## src/hdl/dac_cfg.svh

```systemverilog
`ifndef DAC_CFG_SVH
`define DAC_CFG_SVH
// Register byte offsets
`define DAC_OFS_CTRL 8'h00
`define DAC_OFS_DATA_A 8'h04
`define DAC_OFS_DATA_B 8'h08
`define DAC_OFS_COHERENT 8'h0C
// Control/status field positions
`define DAC_F_MODE_LO 0
`define DAC_F_MODE_HI 3
`define DAC_F_EDGE_POL 4
`define DAC_F_BASE_SEL 5
`define DAC_F_IRQ_EN 6
`define DAC_F_RES_LO 7
`define DAC_F_RES_HI 9
`define DAC_F_FORCE_A 10
`define DAC_F_FORCE_B 11
`define DAC_F_PIN_LEVEL 14
`define DAC_F_FLAG 15
// Mode codes
`define DAC_MODE_DIS 4'h0
`define DAC_MODE_PWIDTH 4'h1
`define DAC_MODE_PERIOD 4'h2
`define DAC_MODE_CAPTURE 4'h3
`define DAC_MODE_OC_B 4'h4
`define DAC_MODE_OC_AB 4'h5
// Reset values
`define DAC_CTRL_RESET 10'h000
`define DAC_DATA_RESET 16'h0000
`endif

```

## src/hdl/dac_pkg.sv

```systemverilog
package dac_pkg;
  // Software control fields, laid out as in the control register
  typedef struct packed {
    logic [2:0] pwmRes;
    logic irqEn;
    logic baseSel;
    logic edgePol;
    logic [3:0] mode;
  } dac_ctrl_t;
  // APB request group
  typedef struct packed {
    logic psel;
    logic penable;
    logic pwrite;
    logic [7:0] paddr;
    logic [31:0] pwdata;
  } dac_apb_req_t;
  // Capture sequencer, Gray coded along idle, lead, trail
  typedef enum logic [1:0] {
    DAC_ST_IDLE = 2'b00,
    DAC_ST_LEAD = 2'b01,
    DAC_ST_TRAIL = 2'b11,
    DAC_ST_NEXT = 2'b10
  } dac_state_t;
endpackage

```

## src/hdl/dac_channel.sv

```systemverilog
`timescale 1ns/1ps
`include "dac_cfg.svh"
module dac_channel (
  input wire logic ref_clk, // System clock, 250 MHz
  input wire logic rst_n, // Synchronous reset, active low
  input wire dac_pkg::dac_apb_req_t apbReq, // APB request group
  output logic [31:0] prdata, // APB read data
  output logic pready, // APB ready
  output logic pslverr, // APB error on unmapped address
  input wire logic [15:0] timeBaseA, // Time base bus A
  input wire logic [15:0] timeBaseB, // Time base bus B
  input wire logic pinIn, // Pin level, asynchronous
  output logic pinOut, // Pin drive level
  output logic pinOe, // Pin output enable, high drives
  output logic irq // Interrupt request
);
  import dac_pkg::*;

  dac_ctrl_t ctrl, next_ctrl;
  dac_state_t state, next_state;
  logic [15:0] regA, regB1, regB2, pendVal;
  logic [15:0] next_regA, next_regB1, next_regB2, next_pendVal;
  logic flag, next_flag, pendXfer, next_pendXfer, pendFlag, next_pendFlag;
  logic armA, armB, next_armA, next_armB, outFf, next_outFf;
  logic s1, s2, s3, syncLevel, next_syncLevel;
  logic [31:0] next_prdata;
  logic next_pready, next_pslverr, next_pinOut, next_pinOe, next_irq;
  logic [15:0] tb, resMask, bRead;
  logic isPwm, isOc, isIn, isMeasure, isDis, cohBusy;
  logic wrEn, setupRd, edgeSeen, edgeSel, edgeOpp, matchA, matchB;
  logic [15:0] pinLvlWord;

  // PWM period mask per resolution code: 7,9,11..16 bits
  function automatic logic [15:0] res_mask(input logic [2:0] r);
    unique case (r)
      3'h0: res_mask = 16'h007F;
      3'h1: res_mask = 16'h01FF;
      3'h2: res_mask = 16'h07FF;
      3'h3: res_mask = 16'h0FFF;
      3'h4: res_mask = 16'h1FFF;
      3'h5: res_mask = 16'h3FFF;
      3'h6: res_mask = 16'h7FFF;
      3'h7: res_mask = 16'hFFFF;
    endcase
  endfunction

  // Pin synchronizer; only the agreed level of stages two and three counts
  always_ff @(posedge ref_clk) begin
    if (!rst_n) begin
      s1 <= 1'b0;
      s2 <= 1'b0;
      s3 <= 1'b0;
    end else begin
      s1 <= pinIn;
      s2 <= s1;
      s3 <= s2;
    end
  end

  // Mode decode and shared time base
  always_comb begin
    isDis = (ctrl.mode == `DAC_MODE_DIS);
    isPwm = ctrl.mode[3];
    isOc = (ctrl.mode == `DAC_MODE_OC_B) || (ctrl.mode == `DAC_MODE_OC_AB);
    isIn = !isPwm && !isDis && (ctrl.mode[3:2] == 2'b00);
    isMeasure = (ctrl.mode == `DAC_MODE_PWIDTH) || (ctrl.mode == `DAC_MODE_PERIOD);
    tb = ctrl.baseSel ? timeBaseB : timeBaseA;
    resMask = res_mask(ctrl.pwmRes);
    bRead = isPwm ? regB1 : regB2;
    edgeSeen = (s2 == s3) && (s3 != syncLevel);
    edgeSel = edgeSeen && (s3 == ctrl.edgePol);
    edgeOpp = edgeSeen && (s3 != ctrl.edgePol);
    // Compare only the resolution bits in PWM, all 16 bits otherwise
    matchA = isPwm ? ((tb & resMask) == (regA & resMask)) : (armA && tb == regA);
    matchB = isPwm ? ((tb & resMask) == (regB2 & resMask)) : (armB && tb == regB2);
    wrEn = apbReq.psel && apbReq.penable && pready && apbReq.pwrite;
    setupRd = apbReq.psel && !apbReq.penable && !apbReq.pwrite;
    // Busy over the whole coherent read in width and period modes so nothing tears between A and B
    cohBusy = apbReq.psel && !apbReq.pwrite && isMeasure
      && (apbReq.paddr == `DAC_OFS_COHERENT);
    pinLvlWord = 16'h0000;
    pinLvlWord[`DAC_F_PIN_LEVEL] = (isOc || isPwm) ? outFf : syncLevel;
    pinLvlWord[`DAC_F_FLAG] = flag;
  end

  // APB slave: answer one cycle after setup, read data latched at setup
  always_comb begin
    next_pready = apbReq.psel && !apbReq.penable;
    next_prdata = prdata;
    next_pslverr = 1'b0;
    if (apbReq.psel && !apbReq.penable) begin
      next_prdata = 32'h0000_0000;
      unique case (apbReq.paddr)
        `DAC_OFS_CTRL: next_prdata = {16'h0000, pinLvlWord | {6'h00, ctrl}};
        `DAC_OFS_DATA_A: next_prdata = {16'h0000, regA};
        `DAC_OFS_DATA_B: next_prdata = {16'h0000, bRead};
        `DAC_OFS_COHERENT: next_prdata = {regA, bRead};
        default: next_pslverr = 1'b1;
      endcase
    end
    if (!setupRd && !(apbReq.psel && !apbReq.penable)) begin
      next_prdata = prdata;
    end
  end

  // Channel engine: captures, compares, flag and pin
  always_comb begin
    next_ctrl = ctrl;
    next_state = state;
    next_regA = regA;
    next_regB1 = regB1;
    next_regB2 = regB2;
    next_pendVal = pendVal;
    next_pendXfer = pendXfer;
    next_pendFlag = pendFlag;
    next_flag = flag;
    next_armA = armA;
    next_armB = armB;
    next_outFf = outFf;
    next_syncLevel = (s2 == s3) ? s3 : syncLevel;
    // Software writes; hardware events below override, so a hardware flag set beats a software clear
    if (wrEn) begin
      unique case (apbReq.paddr)
        `DAC_OFS_CTRL: begin
          next_ctrl = apbReq.pwdata[9:0];
          if (apbReq.pwdata[`DAC_F_FLAG]) begin
            next_flag = 1'b0;
          end
          if (apbReq.pwdata[`DAC_F_FORCE_A]) begin
            next_outFf = 1'b1; // Force acts like a match, flag untouched
          end
          if (apbReq.pwdata[`DAC_F_FORCE_B]) begin
            next_outFf = 1'b0;
          end
        end
        `DAC_OFS_DATA_A: begin
          next_regA = apbReq.pwdata[15:0];
          next_armA = isOc;
        end
        `DAC_OFS_DATA_B: begin
          if (isDis) begin
            next_regB1 = apbReq.pwdata[15:0];
            next_regB2 = apbReq.pwdata[15:0];
          end else if (isPwm) begin
            next_regB1 = apbReq.pwdata[15:0];
          end else begin
            next_regB2 = apbReq.pwdata[15:0];
          end
          next_armB = isOc;
        end
        default: ;
      endcase
    end
    // Deferred B transfer and flag finish once the coherent read ends
    if (pendXfer && !cohBusy) begin
      next_regB2 = pendVal;
      next_flag = next_flag | pendFlag;
      next_pendXfer = 1'b0;
      next_pendFlag = 1'b0;
    end
    if (isDis) begin
      // Sequencer, flag, arms and pending transfer idle so the next mode starts clean
      next_state = DAC_ST_IDLE;
      next_flag = 1'b0;
      next_armA = 1'b0;
      next_armB = 1'b0;
      next_pendXfer = 1'b0;
      next_pendFlag = 1'b0;
    end else if (ctrl.mode == `DAC_MODE_PWIDTH) begin
      if (state != DAC_ST_TRAIL && edgeSel) begin
        next_regB1 = tb;
        next_state = DAC_ST_TRAIL;
      end else if (state == DAC_ST_TRAIL && edgeOpp) begin
        next_regA = tb;
        next_state = DAC_ST_LEAD;
        if (cohBusy) begin
          next_pendVal = regB1;
          next_pendXfer = 1'b1;
          next_pendFlag = 1'b1;
        end else begin
          next_regB2 = regB1;
          next_flag = 1'b1;
        end
      end
    end else if (isIn && edgeSel) begin
      // Period and plain capture share one path
      next_regA = tb;
      next_regB1 = tb;
      next_state = DAC_ST_NEXT;
      if (cohBusy) begin
        next_pendVal = regB1;
        next_pendXfer = 1'b1;
        next_pendFlag = (state == DAC_ST_NEXT) || (ctrl.mode == `DAC_MODE_CAPTURE);
      end else begin
        next_regB2 = regB1;
        if (state == DAC_ST_NEXT || ctrl.mode == `DAC_MODE_CAPTURE) begin
          next_flag = 1'b1;
        end
      end
    end else if (isOc) begin
      // Equal values fight; the flop then settles low
      if (matchA) begin
        next_outFf = 1'b1;
        next_armA = 1'b0;
      end
      if (matchB) begin
        next_outFf = 1'b0;
        next_armB = 1'b0;
      end
      if (matchB || (matchA && ctrl.mode == `DAC_MODE_OC_AB)) begin
        next_flag = 1'b1;
      end
    end else if (isPwm) begin
      // Period start loads the buffered trailing value, so no glitch mid-period
      if ((tb & resMask) == 16'h0000) begin
        next_regB2 = regB1;
      end
      if (matchA) begin
        next_outFf = 1'b1;
      end
      if (matchB) begin
        next_outFf = 1'b0;
      end
    end
    if (!isOc && !isPwm) begin
      next_outFf = 1'b0;
    end
    next_pinOe = isOc || isPwm;
    next_pinOut = ctrl.edgePol ? next_outFf : !next_outFf;
    next_irq = flag && ctrl.irqEn;
  end

  // State registers
  always_ff @(posedge ref_clk) begin
    if (!rst_n) begin
      ctrl <= `DAC_CTRL_RESET;
      state <= DAC_ST_IDLE;
      regA <= `DAC_DATA_RESET;
      regB1 <= `DAC_DATA_RESET;
      regB2 <= `DAC_DATA_RESET;
      pendVal <= `DAC_DATA_RESET;
      pendXfer <= 1'b0;
      pendFlag <= 1'b0;
      flag <= 1'b0;
      armA <= 1'b0;
      armB <= 1'b0;
      outFf <= 1'b0;
      syncLevel <= 1'b0;
      prdata <= 32'h0000_0000;
      pready <= 1'b0;
      pslverr <= 1'b0;
      pinOut <= 1'b0;
      pinOe <= 1'b0;
      irq <= 1'b0;
    end else begin
      ctrl <= next_ctrl;
      state <= next_state;
      regA <= next_regA;
      regB1 <= next_regB1;
      regB2 <= next_regB2;
      pendVal <= next_pendVal;
      pendXfer <= next_pendXfer;
      pendFlag <= next_pendFlag;
      flag <= next_flag;
      armA <= next_armA;
      armB <= next_armB;
      outFf <= next_outFf;
      syncLevel <= next_syncLevel;
      prdata <= next_prdata;
      pready <= next_pready;
      pslverr <= next_pslverr;
      pinOut <= next_pinOut;
      pinOe <= next_pinOe;
      irq <= next_irq;
    end
  end
endmodule // dac_channel

```

## config.mk

```make
export PLATFORM = sky130hd
export DESIGN_NAME = dac_channel
export DESIGN_NICKNAME = d
export VERILOG_FILES = /design/src/hdl/dac_pkg.sv /design/src/hdl/dac_channel.sv
export VERILOG_INCLUDE_DIRS = /design/src /design/src/hdl
export SDC_FILE = /design/constraint.sdc
export NUM_CORES = 1
export LEC_CHECK = 0
export BUFFER_PORTS_ARGS = -buffer_cell sky130_fd_sc_hd__buf_2
export CAP_MARGIN = 20
export CORE_ASPECT_RATIO = 2
export CORE_MARGIN = 1
export CORE_UTILIZATION = 45
export CTS_BUF_LIST = sky130_fd_sc_hd__clkbuf_16
export DETAILED_ROUTE_END_ITERATION = 16
export GPL_ROUTABILITY_DRIVEN = 0
export HOLD_SLACK_MARGIN = 0.1
export PLACE_DENSITY = 0.77
export SKIP_CTS_REPAIR_TIMING = 1
export SYNTH_ARGS = -nofsm -noshare
export SYNTH_HDL_FRONTEND = slang
export SYNTH_SLANG_ARGS = --single-unit
```

## constraint.sdc

```tcl
create_clock -name ref_clk -period 3.6 [get_ports ref_clk]
set_input_delay 0.72 -clock ref_clk [delete_from_list [all_inputs] [get_ports ref_clk]]
set_output_delay 0.72 -clock ref_clk [all_outputs]
set_load 0.005 [all_outputs]
```

==> metrics <==
status=completed; Syn Std Cell Area=0.006670 mm^2; Post-synth EDFFs=0; CTS tree=built; synth unique cells=57; Worst EP required=3890 ps; CP arrival=3170 ps; syn nets=823; Final period util=approximately four fifths; CP max-delay cell=or4_4; final hold slack=447.9 ps; area grow syn2layout=18.29%; wire per inst=19.79 um; sequential cell area=0.002603 mm^2; GR Overflow Total=0; DIE AREA=around 0.015 mm^2; initial antenna violation count=0; Diodes inserted=0; leading area contributor after synthesis=dfxtp_1; Tmin final=about 2900 ps; Post-Synthesis Cells=745; Slowest Stage Delay on Critical Path=560 ps; # IOs=115; crit path buf inv count=2; Initial Util=between 40% and 50%; RSZ-0062 raised after global routing=no; CP delay by family, top=simple AND/OR/NAND/NOR gates; DR vias/cell=5.906; max_cap viols=0; Sink Count=130; Slew headroom=32.97%; nets@finish=917; Synth area leaders=dfxtp_1 (39%), mux2i_1 (14%), a211oi_1 (5.4%), nor2_1 (5.1%), nand2_1 (4.2%); fmax=346.7 MHz; post-synthesis area per instance=between 8 and 9 um^2; Yosys top cell area share=39.02%; Async SR Flop Fraction=0%; setup violators final=0; Max Transition Viols Final=0; final hold vios=0; Static Leak=3.201 nW; port bufs=98; Seq/Total Area, Yosys=39.02%; number of routed nets with antenna violations=0; hold crit path type=flop to flop; vias=6160; Tot Pwr=3.100 mW; skew final=6.753 ps; final design utilization=roughly 55%; Core Box Area=between 0.01 and 0.015 mm^2; HPWL Detailed=14330 um; vias in the first global route=6004; CTS root buf=clkbuf_16; Syn. warnings=0; TritonCTS buffer count=17; startpoint types=input port; Synth Flop Type=dfxtp_1; total number of H-tree levels=4; Multi-input gate area=0.003735 mm^2; maximum clock path buffer count=2; Worst Tran Pin Value=~1000 ps; # fillers=1309; final WL=20640 um; count leader, synth=dfxtp_1; worst path cell trace=buf_2 > or4_4 > or3_1 > or3_4 > a311oi_4 > buf_12 > mux2i_1 > nor2_1; worst-skew pair later-pin latency=420 ps; Synth top cells by count=dfxtp_1 (130), mux2i_1 (94), nor2_1 (90), nand2_1 (74), a211oi_1 (48); Setup crit end kind=flop; Setup Crit Path Kind=input port to flop; drt pass-1 iters=5; Seq cells post-synth=130; die height=174.2 um; peak supply drop=0.0003056 V; Die Wd=88.09 um; layout cell share with drive strength beyond 1=21.86%; worst-path fanout max=17; first-pass GRT wire length=approximately 32000 um; # DRC=0; Reg clk slew, reported paths=60 ps; row count=62; total track usage=28.06%; largest net degree at the start of global routing=53; DRT iter0 DRCs=618; Cell Pwr Density=between 300 and 400 mW/mm^2; final setup TNS=0 ps
[where the power goes]
part	switching (mW)	total, mW	internal [mW]	leakage (nW)
clock network	0.630	1.48	0.854	0.244
logic	0.111	0.171	0.0603	1.91
registers	0.00165	1.44	1.44	1.05
[flip-flops by register name (all words and copies together), names as in the netlist, 2 cells and up]
signal   count
prdata      32
regB2       16
ctrl        10
regB1       16
state        2
resMask      7
regA        16
pendVal     16
[area by class of cell]
class | instances | area share [%]
Multi-Input combinational cell | 548 | 47.34
Clock buffer | 17 | 5.392
Tap cell | 192 | 3.045
Timing Repair Buffer | 129 | 9.642
Clock inverter | 14 | 0.9832
Sequential cell | 130 | 32.98
Inverter | 13 | 0.6185
[cell families (layout without fill, tap and decap cells)]
logic type / Yosys count / in the layout / synth area share [%]
and+or+nand+nor: 248 / 248 / 17.48
AOI/OAI and AO/OA: 158 / 158 / 17.39
DFF: 130 / 130 / 39.02
muxes: 109 / 109 / 16.64
buffers and inverters: 67 / 173 / 5.140
xor gates and xnor gates: 33 / 33 / 4.333
[placed cells by master, fill, tap and decap left out, types with 25 or more instances in the layout]
cell type | synthesis | final
dfxtp_1 | 130 | 130
mux2i_1 | 94 | 94
nand2_1 | 74 | 74
xnor2_1 | 25 | 25
o21ai_0 | 28 | 28
nor2_1 | 90 | 90
a22oi_1 | 25 | 25
a211oi_1 | 48 | 48
buf_4 | 0 | 28
buf_2 | 6 | 98
[metrics by stage]
stage,cells,setup WS (ps),cell area [um^2]
floorplan,745,481.8,6670
global placement,1012,348.8,7387
detailed placement,1012,316.1,7387
CTS,1043,748.5,7890
global route,1043,584.2,7890
finish,1043,715.8,7890
[layer usage]
| layer | wire length (um) | track usage, % |
|---|---|---|
| met4 | 1460 | 20.70 |
| met3 | 1065 | 4.511 |
| met1 | 7804 | 31.31 |
| met5 | 0 | 0 |
| met2 | 10310 | 46.67 |
[worst reg2reg max path, delay by kind of cell, from the launching register on]
kind | cells | cell delay, ps
AOI/OAI and AO/OA | 2 | 730
buffers and inverters | 1 | 250
DFF | 1 | 430
muxes | 1 | 250
and+or+nand+nor | 3 | 1070
[path summary, 6_finish.rpt]
| check | from | end | slack, ps | cells after the start |
|---|---|---|---|---|
| worst max-delay path | apbReq[37] | pendVal[4] | 720 | 8 |
| worst min-delay path | s1 | s2 | 450 | 1 |
| worst max register to register | ctrl[1] | pendVal[4] | 760 | 7 |
| worst min register to register | s1 | s2 | 450 | 1 |
No activity file was read; power rests on OpenSTA's default activity.
